`src/design/backlight_defs.vh`:
```
// Constants for the backlight enable and brightness control block
`ifndef BACKLIGHT_DEFS_VH
`define BACKLIGHT_DEFS_VH

// ==========================================================
// Register offsets (byte addresses on the serial register port)
`define OFS_ENABLE_CONTROL      8'h10
`define OFS_BRIGHTNESS_CONTROL  8'h11
`define OFS_BRIGHTNESS_CODE_LOW 8'h18
`define OFS_BRIGHTNESS_CODE_HIGH 8'h19
`define OFS_OP_STATUS           8'h1F

// ==========================================================
// Field positions
`define BIT_CHIP_ENABLE         0
`define FLD_STRING_EN_HI        3
`define FLD_STRING_EN_LO        1
`define FLD_BRT_MODE_HI         6
`define FLD_BRT_MODE_LO         5
`define BIT_EXP_CURVE_SELECT    7
`define FLD_CODE_LOW_HI         2

// ==========================================================
// Reset values: chip enabled, three strings, PWM source, linear
`define RST_ENABLE_CONTROL      8'h0F
`define RST_BRIGHTNESS_CONTROL  8'h20
`define RST_BRIGHTNESS_CODE_LOW 8'h00
`define RST_BRIGHTNESS_CODE_HIGH 8'h00

// ==========================================================
// Brightness source modes
`define MODE_REG_ONLY           2'h0
`define MODE_PWM_ONLY           2'h1

// ==========================================================
// Operating states
`define ST_DISABLED             2'h0
`define ST_STANDBY              2'h1
`define ST_ACTIVE               2'h2

// ==========================================================
// Timing
`define CLK_PERIOD_NS           5
`define RAMP_STEP_NS            977
`define RAMP_STEP_CYCLES        (`RAMP_STEP_NS / `CLK_PERIOD_NS)
`define PWM_SAMPLE_NS           250
`define PWM_SAMPLE_CYCLES       (`PWM_SAMPLE_NS / `CLK_PERIOD_NS)

// ==========================================================
// Current mapping in nanoamps
`define LIN_OFFSET_NA           32'd37806
`define LIN_STEP_NA             32'd12195
`define EXP_BASE_NA             32'd50000

`endif

```
`src/design/backlight_enable_brightness_ctrl.v`:
```
// Enable, state and brightness code control for a three-string backlight
`timescale 1ns/1ps
`default_nettype none
`include "backlight_defs.vh"
module backlight_enable_brightness_ctrl #(
	parameter RAMP_CYCLES   = `RAMP_STEP_CYCLES,   // Cycles per ramp step
	parameter SAMPLE_CYCLES = `PWM_SAMPLE_CYCLES   // Cycles per PWM sample
) (
	input  wire        clk_sys,                // System clock, 200 MHz
	input  wire        rst,                    // Sync reset, active high
	input  wire        master_enable_pin,      // Master enable, low = shutdown
	input  wire        pwm_in,                 // PWM dimming input
	input  wire        reg_wr,                 // Register write strobe
	input  wire        reg_rd,                 // Register read strobe
	input  wire [7:0]  reg_addr,               // Register address
	input  wire [7:0]  reg_wdata,              // Register write data
	output reg  [7:0]  reg_rdata_q,            // Register read data
	output reg  [1:0]  op_state_q,             // Operating state
	output wire        low_power,              // Shutdown-level current mode
	output reg  [2:0]  sink_enable_q,          // Per-string sink enables
	output reg  [10:0] ramp_code_q,            // Ramped 11-bit code
	output wire [31:0] string_sink_current     // Per-string current, nA
);
	// ==========================================================
	// Register storage
	reg [7:0] enable_control_q;        // Chip and string enables
	reg [7:0] brightness_control_q;    // Mode and curve select
	reg [7:0] brightness_code_low_q;   // Code bits [2:0]
	reg [7:0] brightness_code_high_q;  // Code bits [10:3]
	wire      ramp_busy;               // Ramp still moving, shown in status

	// Field views
	wire       chip_enable = enable_control_q[`BIT_CHIP_ENABLE];
	wire [2:0] string_en   = enable_control_q[`FLD_STRING_EN_HI:`FLD_STRING_EN_LO];
	wire [1:0] brt_mode    = brightness_control_q[`FLD_BRT_MODE_HI:`FLD_BRT_MODE_LO];
	wire       exponential_curve_select = brightness_control_q[`BIT_EXP_CURVE_SELECT];

	// Register code: high register holds MSBs, low register three LSBs
	wire [10:0] reg_code = {brightness_code_high_q,
		brightness_code_low_q[`FLD_CODE_LOW_HI:0]};

	// Whole device held in reset while pin is low or reset is asserted
	wire dev_reset = rst || !master_enable_pin;

	// ==========================================================
	// Register writes; pin low returns all defaults and ignores the bus.
	// Standby never touches these, so programmed values survive it.
	always @(posedge clk_sys)
	begin
		if (dev_reset)
		begin
			enable_control_q       <= `RST_ENABLE_CONTROL;
			brightness_control_q   <= `RST_BRIGHTNESS_CONTROL;
			brightness_code_low_q  <= `RST_BRIGHTNESS_CODE_LOW;
			brightness_code_high_q <= `RST_BRIGHTNESS_CODE_HIGH;
		end
		else if (reg_wr)
		begin
			// Unused bits are dropped on write so they read back zero
			if (reg_addr == `OFS_ENABLE_CONTROL)
				enable_control_q <= {4'h0, reg_wdata[3:0]};
			else if (reg_addr == `OFS_BRIGHTNESS_CONTROL)
				brightness_control_q <= {reg_wdata[7:5], 5'h00};
			else if (reg_addr == `OFS_BRIGHTNESS_CODE_LOW)
				brightness_code_low_q <= {5'h00, reg_wdata[2:0]};
			else if (reg_addr == `OFS_BRIGHTNESS_CODE_HIGH)
				brightness_code_high_q <= reg_wdata;
		end
	end

	// ==========================================================
	// Register reads; one cycle after the strobe, unmapped reads zero
	always @(posedge clk_sys)
	begin
		if (dev_reset)
			reg_rdata_q <= 8'h00;
		else if (reg_rd)
		begin
			if (reg_addr == `OFS_ENABLE_CONTROL)
				reg_rdata_q <= enable_control_q;
			else if (reg_addr == `OFS_BRIGHTNESS_CONTROL)
				reg_rdata_q <= brightness_control_q;
			else if (reg_addr == `OFS_BRIGHTNESS_CODE_LOW)
				reg_rdata_q <= brightness_code_low_q;
			else if (reg_addr == `OFS_BRIGHTNESS_CODE_HIGH)
				reg_rdata_q <= brightness_code_high_q;
			else if (reg_addr == `OFS_OP_STATUS)
				// Live state and ramp activity
				reg_rdata_q <= {5'h00, ramp_busy, op_state_q};
			else
				reg_rdata_q <= 8'h00;
		end
	end

	// ==========================================================
	// PWM duty measurement, only running when a PWM mode is chosen
	wire        pwm_used = chip_enable && (brt_mode != `MODE_REG_ONLY);
	wire [10:0] pwm_code;              // Sampled duty code

	pwm_duty_meter #(
		.SAMPLE_DIV (SAMPLE_CYCLES),
		.CODE_W     (11)
	) u_pwm_meter (
		.clk_sys    (clk_sys),
		.rst        (dev_reset),
		.enable     (pwm_used),
		.pwm_in     (pwm_in),
		.pwm_code_q (pwm_code)
	);

	// ==========================================================
	// Source selection
	wire [21:0] product  = reg_code * pwm_code;           // Full product
	reg  [10:0] target_code;           // Code the ramp heads for

	always @*
	begin
		// Mode 00 register, 01 PWM, 1x product of both
		if (brt_mode == `MODE_REG_ONLY)
			target_code = reg_code;
		else if (brt_mode == `MODE_PWM_ONLY)
			target_code = pwm_code;
		else
			target_code = product[21:11];
	end

	// Standby when no string enabled or the selected source is zero;
	// in product modes either source zero also gives a zero product.
	wire standby_cond = (string_en == 3'h0) ||
		(target_code == 11'h000);

	// ==========================================================
	// Operating state
	reg [1:0] state_d;                 // Next operating state

	always @*
	begin
		// Chip enable bit overrides every other setting
		if (!chip_enable)
			state_d = `ST_DISABLED;
		else if (standby_cond)
			state_d = `ST_STANDBY;
		else
			state_d = `ST_ACTIVE;
	end

	always @(posedge clk_sys)
	begin
		if (dev_reset)
			op_state_q <= `ST_DISABLED;
		else
			op_state_q <= state_d;
	end

	// Disabled and standby both fall to shutdown-level current
	assign low_power = (op_state_q != `ST_ACTIVE);

	// ==========================================================
	// Sink enables: only while active, per string
	always @(posedge clk_sys)
	begin
		if (dev_reset)
			sink_enable_q <= 3'h0;
		else if (state_d == `ST_ACTIVE)
			sink_enable_q <= string_en;
		else
			sink_enable_q <= 3'h0;
	end

	// ==========================================================
	// Ramper: one code step per tick toward the target.
	// Slow stepping trades response time for flicker-free changes.
	reg  [15:0] ramp_div_q;            // Ramp tick divider
	wire        ramp_tick = (ramp_div_q == RAMP_CYCLES[15:0] - 16'h0001);
	wire [10:0] ramp_goal = (state_d == `ST_ACTIVE) ? target_code : 11'h000;
	assign ramp_busy = (ramp_code_q != ramp_goal);

	always @(posedge clk_sys)
	begin
		if (dev_reset || ramp_tick)
			ramp_div_q <= 16'h0000;
		else
			ramp_div_q <= ramp_div_q + 16'h0001;
	end

	always @(posedge clk_sys)
	begin
		if (dev_reset)
			ramp_code_q <= 11'h000;
		else if (state_d != `ST_ACTIVE)
			// Sinks are off; restart the ramp from zero next time
			ramp_code_q <= 11'h000;
		else if (ramp_tick && ramp_code_q < ramp_goal)
			ramp_code_q <= ramp_code_q + 11'h001;
		else if (ramp_tick && ramp_code_q > ramp_goal)
			ramp_code_q <= ramp_code_q - 11'h001;
	end

	// ==========================================================
	// Current mapping from the ramped code
	sink_current_map u_map (
		.clk_sys      (clk_sys),
		.rst          (dev_reset),
		.code         (ramp_code_q),
		.exp_sel      (exponential_curve_select),
		.current_na_q (string_sink_current)
	);
endmodule
`default_nettype wire

```
`src/design/pwm_duty_meter.v`:
```
// Sampled PWM duty meter giving an 11-bit brightness code
`timescale 1ns/1ps
`default_nettype none
module pwm_duty_meter #(
	parameter SAMPLE_DIV = 50,  // Clock cycles per sample
	parameter CODE_W     = 11   // Code width
) (
	input  wire              clk_sys,    // System clock
	input  wire              rst,        // Sync reset, active high
	input  wire              enable,     // Meter running
	input  wire              pwm_in,     // PWM dimming input
	output reg  [CODE_W-1:0] pwm_code_q  // Measured duty code
);
	localparam [CODE_W-1:0] CODE_MAX = {CODE_W{1'b1}};
	reg [15:0]     div_q;     // Sample divider
	reg [CODE_W:0] win_q;     // Samples taken in window
	reg [CODE_W:0] high_q;    // High samples in window

	// ==========================================================
	// Window of 2^CODE_W samples; duty code is the high count
	always @(posedge clk_sys)
	begin
		if (rst || !enable)
		begin
			div_q      <= 16'h0000;
			win_q      <= {(CODE_W+1){1'b0}};
			high_q     <= {(CODE_W+1){1'b0}};
			pwm_code_q <= {CODE_W{1'b0}};
		end
		else if (div_q == SAMPLE_DIV[15:0] - 16'h0001)
		begin
			div_q <= 16'h0000;
			if (win_q[CODE_W])
			begin
				// Full window: a full-high window saturates at the top code
				pwm_code_q <= high_q[CODE_W] ? CODE_MAX : high_q[CODE_W-1:0];
				win_q      <= {(CODE_W+1){1'b0}};
				high_q     <= {(CODE_W+1){1'b0}};
			end
			else
			begin
				win_q  <= win_q + 1'b1;
				high_q <= high_q + {{CODE_W{1'b0}}, pwm_in};
			end
		end
		else
			div_q <= div_q + 16'h0001;
	end
endmodule
`default_nettype wire

```
`src/design/sink_current_map.v`:
```
// Maps an 11-bit brightness code to sink current in nanoamps
`timescale 1ns/1ps
`default_nettype none
`include "backlight_defs.vh"
module sink_current_map (
	input  wire        clk_sys,        // System clock
	input  wire        rst,            // Sync reset, active high
	input  wire [10:0] code,           // Ramped brightness code
	input  wire        exp_sel,        // Exponential curve select
	output reg  [31:0] current_na_q    // Sink current, nanoamps
);
	// Base powers 1.003040572^(2^i) in Q16; approximate to about 1e-5
	wire [23:0] fac [0:10];
	assign fac[0]  = 24'h0100C7;
	assign fac[1]  = 24'h01018F;
	assign fac[2]  = 24'h010321;
	assign fac[3]  = 24'h01064B;
	assign fac[4]  = 24'h010CBE;
	assign fac[5]  = 24'h011A1F;
	assign fac[6]  = 24'h0136E7;
	assign fac[7]  = 24'h017993;
	assign fac[8]  = 24'h022CE1;
	assign fac[9]  = 24'h04BB6B;
	assign fac[10] = 24'h166505;

	// ==========================================================
	// Exponential chain: multiply in the factor of each set code bit
	wire [31:0] acc [0:11];
	assign acc[0] = `EXP_BASE_NA;
	genvar i;
	generate
		for (i = 0; i < 11; i = i + 1)
		begin : g_exp
			wire [55:0] prod = acc[i] * fac[i];
			assign acc[i+1] = code[i] ? prod[47:16] : acc[i];
		end
	endgenerate

	wire [31:0] lin_na = `LIN_OFFSET_NA + `LIN_STEP_NA * {21'h00000, code};

	// ==========================================================
	// Registered current; code zero always gives zero current
	always @(posedge clk_sys)
	begin
		if (rst || code == 11'h000)
			current_na_q <= 32'h00000000;
		else if (exp_sel)
			current_na_q <= acc[11];
		else
			current_na_q <= lin_na;
	end
endmodule
`default_nettype wire

```
`config.mk`:
```
export PLATFORM = sky130hd
export DESIGN_NAME = backlight_enable_brightness_ctrl
export DESIGN_NICKNAME = d
export VERILOG_FILES = /design/src/design/backlight_enable_brightness_ctrl.v /design/src/design/pwm_duty_meter.v /design/src/design/sink_current_map.v
export VERILOG_INCLUDE_DIRS = /design/src /design/src/design
export SDC_FILE = /design/constraint.sdc
export NUM_CORES = 2
export LEC_CHECK = 0
export BUFFER_PORTS_ARGS = -buffer_cell sky130_fd_sc_hd__buf_2
export CAP_MARGIN = 20
export CORE_ASPECT_RATIO = 0.5
export CORE_MARGIN = 10
export CORE_UTILIZATION = 39
export CTS_BUF_LIST = sky130_fd_sc_hd__clkbuf_2 sky130_fd_sc_hd__clkbuf_4 sky130_fd_sc_hd__clkbuf_8
export DETAILED_ROUTE_END_ITERATION = 10
export SLEW_MARGIN = 20
export SYNTH_ARGS = -nofsm -noshare
export SYNTH_HDL_FRONTEND = slang
export SYNTH_HIERARCHICAL = 1
export SYNTH_SLANG_ARGS = --single-unit
```
`constraint.sdc`:
```
create_clock -name clk_sys -period 72.3 [get_ports clk_sys]
set_input_delay 3.615 -clock clk_sys [delete_from_list [all_inputs] [get_ports clk_sys]]
set_output_delay 3.615 -clock clk_sys [all_outputs]
set_load 0.01 [all_outputs]
```
Word-level counts from Yosys, hierarchy flattened

Cells that the tools add are included.

Flip-flop bits (word level): 141
Input bits: 22
Output and inout port bits: 57

$add $sub $neg: 7
Multipliers: 12
Order comparisons: 2
Equality and inequality tests: 12
Muxes and demuxes: 27
Bitwise operators: 4
Reductions and logical operators: 24

Operator list:

| cell                                                 | number |
|---|---|
| two-way mux 32 bit                                   | 11 |
| multiplier 32 x 17 -> 48 bit (second input constant) | 6 |
| two-way mux 11 bit                                   | 6 |
| multiplier 32 x 18 -> 48 bit (second input constant) | 1 |
| multiplier 32 x 19 -> 48 bit (second input constant) | 1 |
| multiplier 32 x 21 -> 48 bit (second input constant) | 1 |
| multiplier 32 x 16 -> 47 bit (second input constant) | 1 |
| == test 8 x 5 -> 1 bit (second input constant)       | 5 |
| two-way mux 8 bit                                    | 5 |
| adder 16 x 1 -> 16 bit (second input constant)       | 2 |
| adder 16 x 25 -> 26 bit (first input constant)       | 1 |
| multiplier 14 x 11 -> 25 bit (first input constant)  | 1 |
| two-way mux 12 bit                                   | 2 |
| zero test 11 bit                                     | 2 |
| multiplier 11 x 11 -> 22 bit                         | 1 |
| == test 16 x 6 -> 1 bit (second input constant)      | 1 |
| == test 16 x 8 -> 1 bit (second input constant)      | 1 |
| adder 12 x 1 -> 12 bit                               | 1 |
| adder 12 x 1 -> 12 bit (second input constant)       | 1 |
| adder 11 x 1 -> 11 bit (second input constant)       | 1 |
| > comparator 11 bit                                  | 1 |
| less-than comparator 11 bit                          | 1 |
| inequality test 11 bit                               | 1 |
| subtractor 11 x 1 -> 11 bit (second input constant)  | 1 |
| 17 further kinds                                     | 33 |

Logic depth before layout (Yosys ltp)

Depth after elaboration: 22
Depth in mapped cells: 198

Cells and area by module

Netlist, hierarchy kept.

Modules (own cells, without submodules):

| module                           | times used | cells each | area each (um^2) |
|---|---|---|---|
| sink_current_map                 | 1          | 5,999      | 55,933.6 |
| backlight_enable_brightness_ctrl | 1          | 924        | 7,706.1 |
| pwm_duty_meter                   | 1          | 279        | 2,359.8 |

Worst setup path after synthesis

OpenSTA, ideal clock, no wires.

Path type: register to register
Start point: register ramp_code_q[0]
End point: register u_map.current_na_q[31]
Library setup time: 0.115 ns
Arrival time: 45.050 ns
Slack: 27.136 ns
Cell stages (with the launch flop): 187
Clock period less this slack: 45.164 ns
Cell sequence: dfxtp_1 inv_1 ha_1 clkbuf_1 xnor2_1 and3_1 ha_1 ha_1 ha_1 nand3_1 a31oi_1 o21ai_0 a21oi_1 mux2i_1 a21boi_0 ha_1 inv_1 fa_1 [151 not listed] fa_1 inv_1 fa_1 inv_1 ha_1 a21o_1 a21o_1 a21oi_1 nor2_1 a211oi_1 o31ai_1 o21ba_2 a41o_1 o41a_1 a211o_1 a21oi_1 xnor3_1 and2_1

Word-level cells in the longest chain between the ends: 22

Ends and longest elaborated chain:

| element                      | line                                   | source |
|---|---|---|
| start: declaration           | backlight_enable_brightness_ctrl.v:21  | `output reg [10:0] ramp_code_q,` |
| start signal: assignment     | backlight_enable_brightness_ctrl.v:194 | `ramp_code_q <= ramp_code_q + 11'h001;` |
| start signal: assignment     | backlight_enable_brightness_ctrl.v:196 | `ramp_code_q <= ramp_code_q - 11'h001;` |
| two-way mux 8 bit            | sink_current_map.v:35                  | `assign acc[i+1] = code[i] ? prod[47:16] : acc[i];` |
| multiplier 32 x 17 -> 48 bit | sink_current_map.v:34                  | `wire [55:0] prod = acc[i] * fac[i];` |
| two-way mux 32 bit           | sink_current_map.v:35                  |  |
| multiplier 32 x 17 -> 48 bit | sink_current_map.v:34                  |  |
| two-way mux 32 bit           | sink_current_map.v:35                  |  |
| multiplier 32 x 17 -> 48 bit | sink_current_map.v:34                  |  |
| two-way mux 32 bit           | sink_current_map.v:35                  |  |
| multiplier 32 x 16 -> 47 bit | sink_current_map.v:34                  |  |
| [6 not listed]               | --                                     |  |
| two-way mux 32 bit           | sink_current_map.v:35                  |  |
| multiplier 32 x 18 -> 48 bit | sink_current_map.v:34                  |  |
| two-way mux 32 bit           | sink_current_map.v:35                  |  |
| multiplier 32 x 19 -> 48 bit | sink_current_map.v:34                  |  |
| two-way mux 32 bit           | sink_current_map.v:35                  |  |
| multiplier 32 x 21 -> 48 bit | sink_current_map.v:34                  |  |
| two-way mux 32 bit           | sink_current_map.v:35                  |  |
| two-way mux 32 bit           | sink_current_map.v:47                  | `else if (exp_sel)` |
| end signal: assignment       | sink_current_map.v:48                  | `current_na_q <= acc[11];` |
| end signal: assignment       | sink_current_map.v:50                  | `current_na_q <= lin_na;` |
| end: declaration             | sink_current_map.v:10                  | `output reg [31:0] current_na_q` |

Several ways; a longest one is shown, not always the timed one.
A chain may end at the register's enable or synchronous reset.

Final worst setup path

Same ends and word-level chain as after synthesis.

==> results.cfg <==
[sta]
rsz0062_at_grt = no
max_slew_margin_pct = 20.8
finalHoldViolCount = 0
setup_viol = 0
whs_ps = 475
tightest_slew_ps = 1180
slew_viol_final = 0
skew_ps = 24.9
fin_crit_ps = 51540
fin_crit_sh_pct = 71.3
max_freq_mhz = 19.4
fin_tns_setup_ps = 0

[die]
fp.dieH_um = 311
initial_utilization_pct = 39.4
ios = 79
die-area_um2 = 187000
core_um2 = 168000
row_count = 106
die_w_um = 602

[cts]
cts.htree.levels = 4
root_buffer = clkbuf_8
cts_tree = yes
clk_pin_slew_worst_paths_ps = 100
worstSkewPairLatency_ps = 550
post-cts-setup-buffer-count = 0
hold_buffers = 0
cts_buffer_depth = 2
post_cts_resized = 0
cts.sink_count = 141
cts_inserted_buffers = 17

[place]
portBuffers = 78
gp_congestion = 0.987
dp_hpwl_um = 159000

[pwr]
intPower_mw = 0.104
power_frac_seq_pct = 52.4
sw_frac_of_total_pct = 29.8
p_comb_share_pct = 2.3
clock_power_share_pct = 45.3
power_density_nw_per_um2 = 2.14
peakVddDrop_v = 0.0000100
p_switching_mw = 0.0444
leakagePower_nw = 38.6

[yosys]
synth-seq-cells = 141
postSynthAreaPerCell_um2 = 9.16
ys.flop_type = dfxtp_1
syn_inst = 7202
ys_seq_area_share_pct = 4.28
synth_cell_types = 117
syn-num-nets = 9736
ys_top_cells_by_area = fa_1, ha_1, inv_1
yosysMostFrequentCell = inv_1
synth-edff-count = 0
yosysTopAreaCell = fa_1
ys_warn_count = 6
postSynth.asyncResetShare_pct = 0
synth_top_area_share_pct = 33.6
yosys-top-cells-count = inv_1, ha_1, fa_1
syn_area_um2 = 66000

[setup_path]
crit_family = adder cells
end_kind = flip-flop
max_stage_delay_ps = 870
required_ps = 72730
cp.arrival_ps = 51970
critPathMostFrequentCell = fa_1
path_max_fanout = 23
slowest_stage = a21oi_1
critical_path_class = reg2reg
cp_num_buf_inv = 33
startpoint_type = flip-flop

[routing]
dr.first_iter.drc_count = 3255
totalWireLength_um = 182000
drc = 0
vias = 48900
postRouteAntennaNets = 0
drt_pass1_iterations = 6
via_per_inst = 5.13
wl_per_cell_um = 19.1

[global_routing]
antenna_found_initial = 6
grt_max_degree = 53
grt_overflow_total = 0
grt_usage_pct = 19.4
grt_pass1_wl_um = 292000
grt_pass1_vias = 50800

[final_layout]
area_growth_pct = 5.61
regArea_um2 = 2840
layout.nets = 9782
nFillCells = 16700
drive_above_1_share_pct = 4.23
multi_input_area_um2 = 55400

[run]
cap_violations = 0

[outcome]
status = complete, no violations

[worst_hold_path]
hold_class = reg2reg
-- cell families after synthesis --
kind of cell	after synthesis	synth area share, %
fa+ha+maj	2512	60.2
buf+inv	2066	11.8
simple gates	1181	9.06
compound gates	969	9.94
xor+xnor	246	3.30
flops	141	4.28
mux	86	1.36
other cells	1	0.00568
-- per-stage QoR --
stage / instances / instance area [um^2] / setup slack, ps / utilization, % / power (mW)
2_1_floorplan: 7202 / 66000 / 27140 / - / 0.0817
3_3_place_gp: 9495 / 69300 / 21800 / 41.3 / 0.0832
3_5_place_dp: 9497 / 69300 / 21350 / 41.3 / 0.0832
4_1_cts: 9529 / 69700 / 21160 / 41.6 / 0.152
5_1_grt: 9530 / 69700 / 18340 / 41.6 / 0.154
6_report: 9531 / 69700 / 20760 / 41.6 / 0.149
-- state kept, by name, summed over array words and instances (netlist names) --
signal / flops
u_pwm_meter/high_q: 12
ramp_div_q: 16
u_pwm_meter/div_q: 16
ramp_code_q: 11
sink_enable_q: 3
reg_rdata_q: 8
u_map/current_na_q: 32
brightness_code_low_q: 3
enable_control_q: 4
u_pwm_meter/pwm_code_q: 11
brightness_code_high_q: 8
op_state_q: 2
brightness_control_q: 3
u_pwm_meter/win_q: 12
-- metal layers --
layer	wire length, um	vias up	global-route usage, %
li1	-	23200	-
met1	83900	24400	27.1
met2	84400	1073	32.1
met3	9300	210	2.20
met4	4810	6	4.82
met5	48	-	0
-- area by class of cell --
type	instances	share of cell area [%]
Clock buffer	17	0.336
Inverter	1937	10.4
Tap cell	2268	4.07
Multi-Input combinational cell	4995	79.5
Timing Repair Buffer	156	1.40
Sequential cell	141	4.07
Antenna cell	2	0.00718
Clock inverter	15	0.215
-- worst register-to-register path: cells and delay by family, from the launching register on --
kind | cells | cell delay, ps
simple gates | 30 | 6120
compound gates | 48 | 13840
buf+inv | 33 | 3300
xor+xnor | 7 | 1380
fa+ha+maj | 59 | 25240
flops | 1 | 780
mux | 2 | 780
-- power by group through the flow --
stage	Sequential, mW	Combinational, mW	Clock (mW)
after global placement	0.0798	0.00341	0
after CTS	0.0780	0.00343	0.0703
after detailed placement	0.0798	0.00343	0
final	0.0780	0.00338	0.0675
after global routing	0.0780	0.00372	0.0727
after floorplan	0.0798	0.00188	0
-- final timing paths --
kind	end	from	cells after the start	slack [ps]
worst max-delay path	u_map/current_na_q[31]	ramp_code_q[0]	179	20760
worst min register to register	ramp_div_q[0]	ramp_div_q[0]	1	480
worst max register to register	u_map/current_na_q[31]	ramp_code_q[0]	179	20760
worst min-delay path	ramp_div_q[0]	ramp_div_q[0]	1	480
-- cell usage in the layout (no fill, tap or decap), types with 28 or more instances in the layout --
| cell type | Yosys | routed |
|---|---|---|
| buf_2 | 15 | 79 |
| nor3_1 | 92 | 92 |
| a21oi_1 | 249 | 248 |
| inv_1 | 1931 | 1931 |
| nand2b_1 | 34 | 34 |
| and2_1 | 108 | 108 |
| dfxtp_1 | 141 | 131 |
| nand4_1 | 49 | 49 |
| or3_1 | 42 | 42 |
| o211ai_1 | 33 | 33 |
| nand2_1 | 307 | 307 |
| a21o_1 | 109 | 109 |
| o21bai_1 | 28 | 28 |
| nor2_1 | 257 | 257 |
| nor2b_1 | 54 | 54 |
| xor2_1 | 85 | 85 |
| o21ai_0 | 165 | 160 |
| a211oi_1 | 34 | 34 |
| o21a_1 | 54 | 54 |
| buf_4 | 2 | 77 |
| o31ai_1 | 32 | 32 |
| ha_1 | 1404 | 1404 |
| mux2i_1 | 66 | 66 |
| xnor2_1 | 159 | 159 |
| and3_1 | 32 | 32 |
| fa_1 | 1108 | 1108 |
| a31oi_1 | 45 | 45 |
| nand3_1 | 84 | 84 |
(Power assumes the default switching activity.)
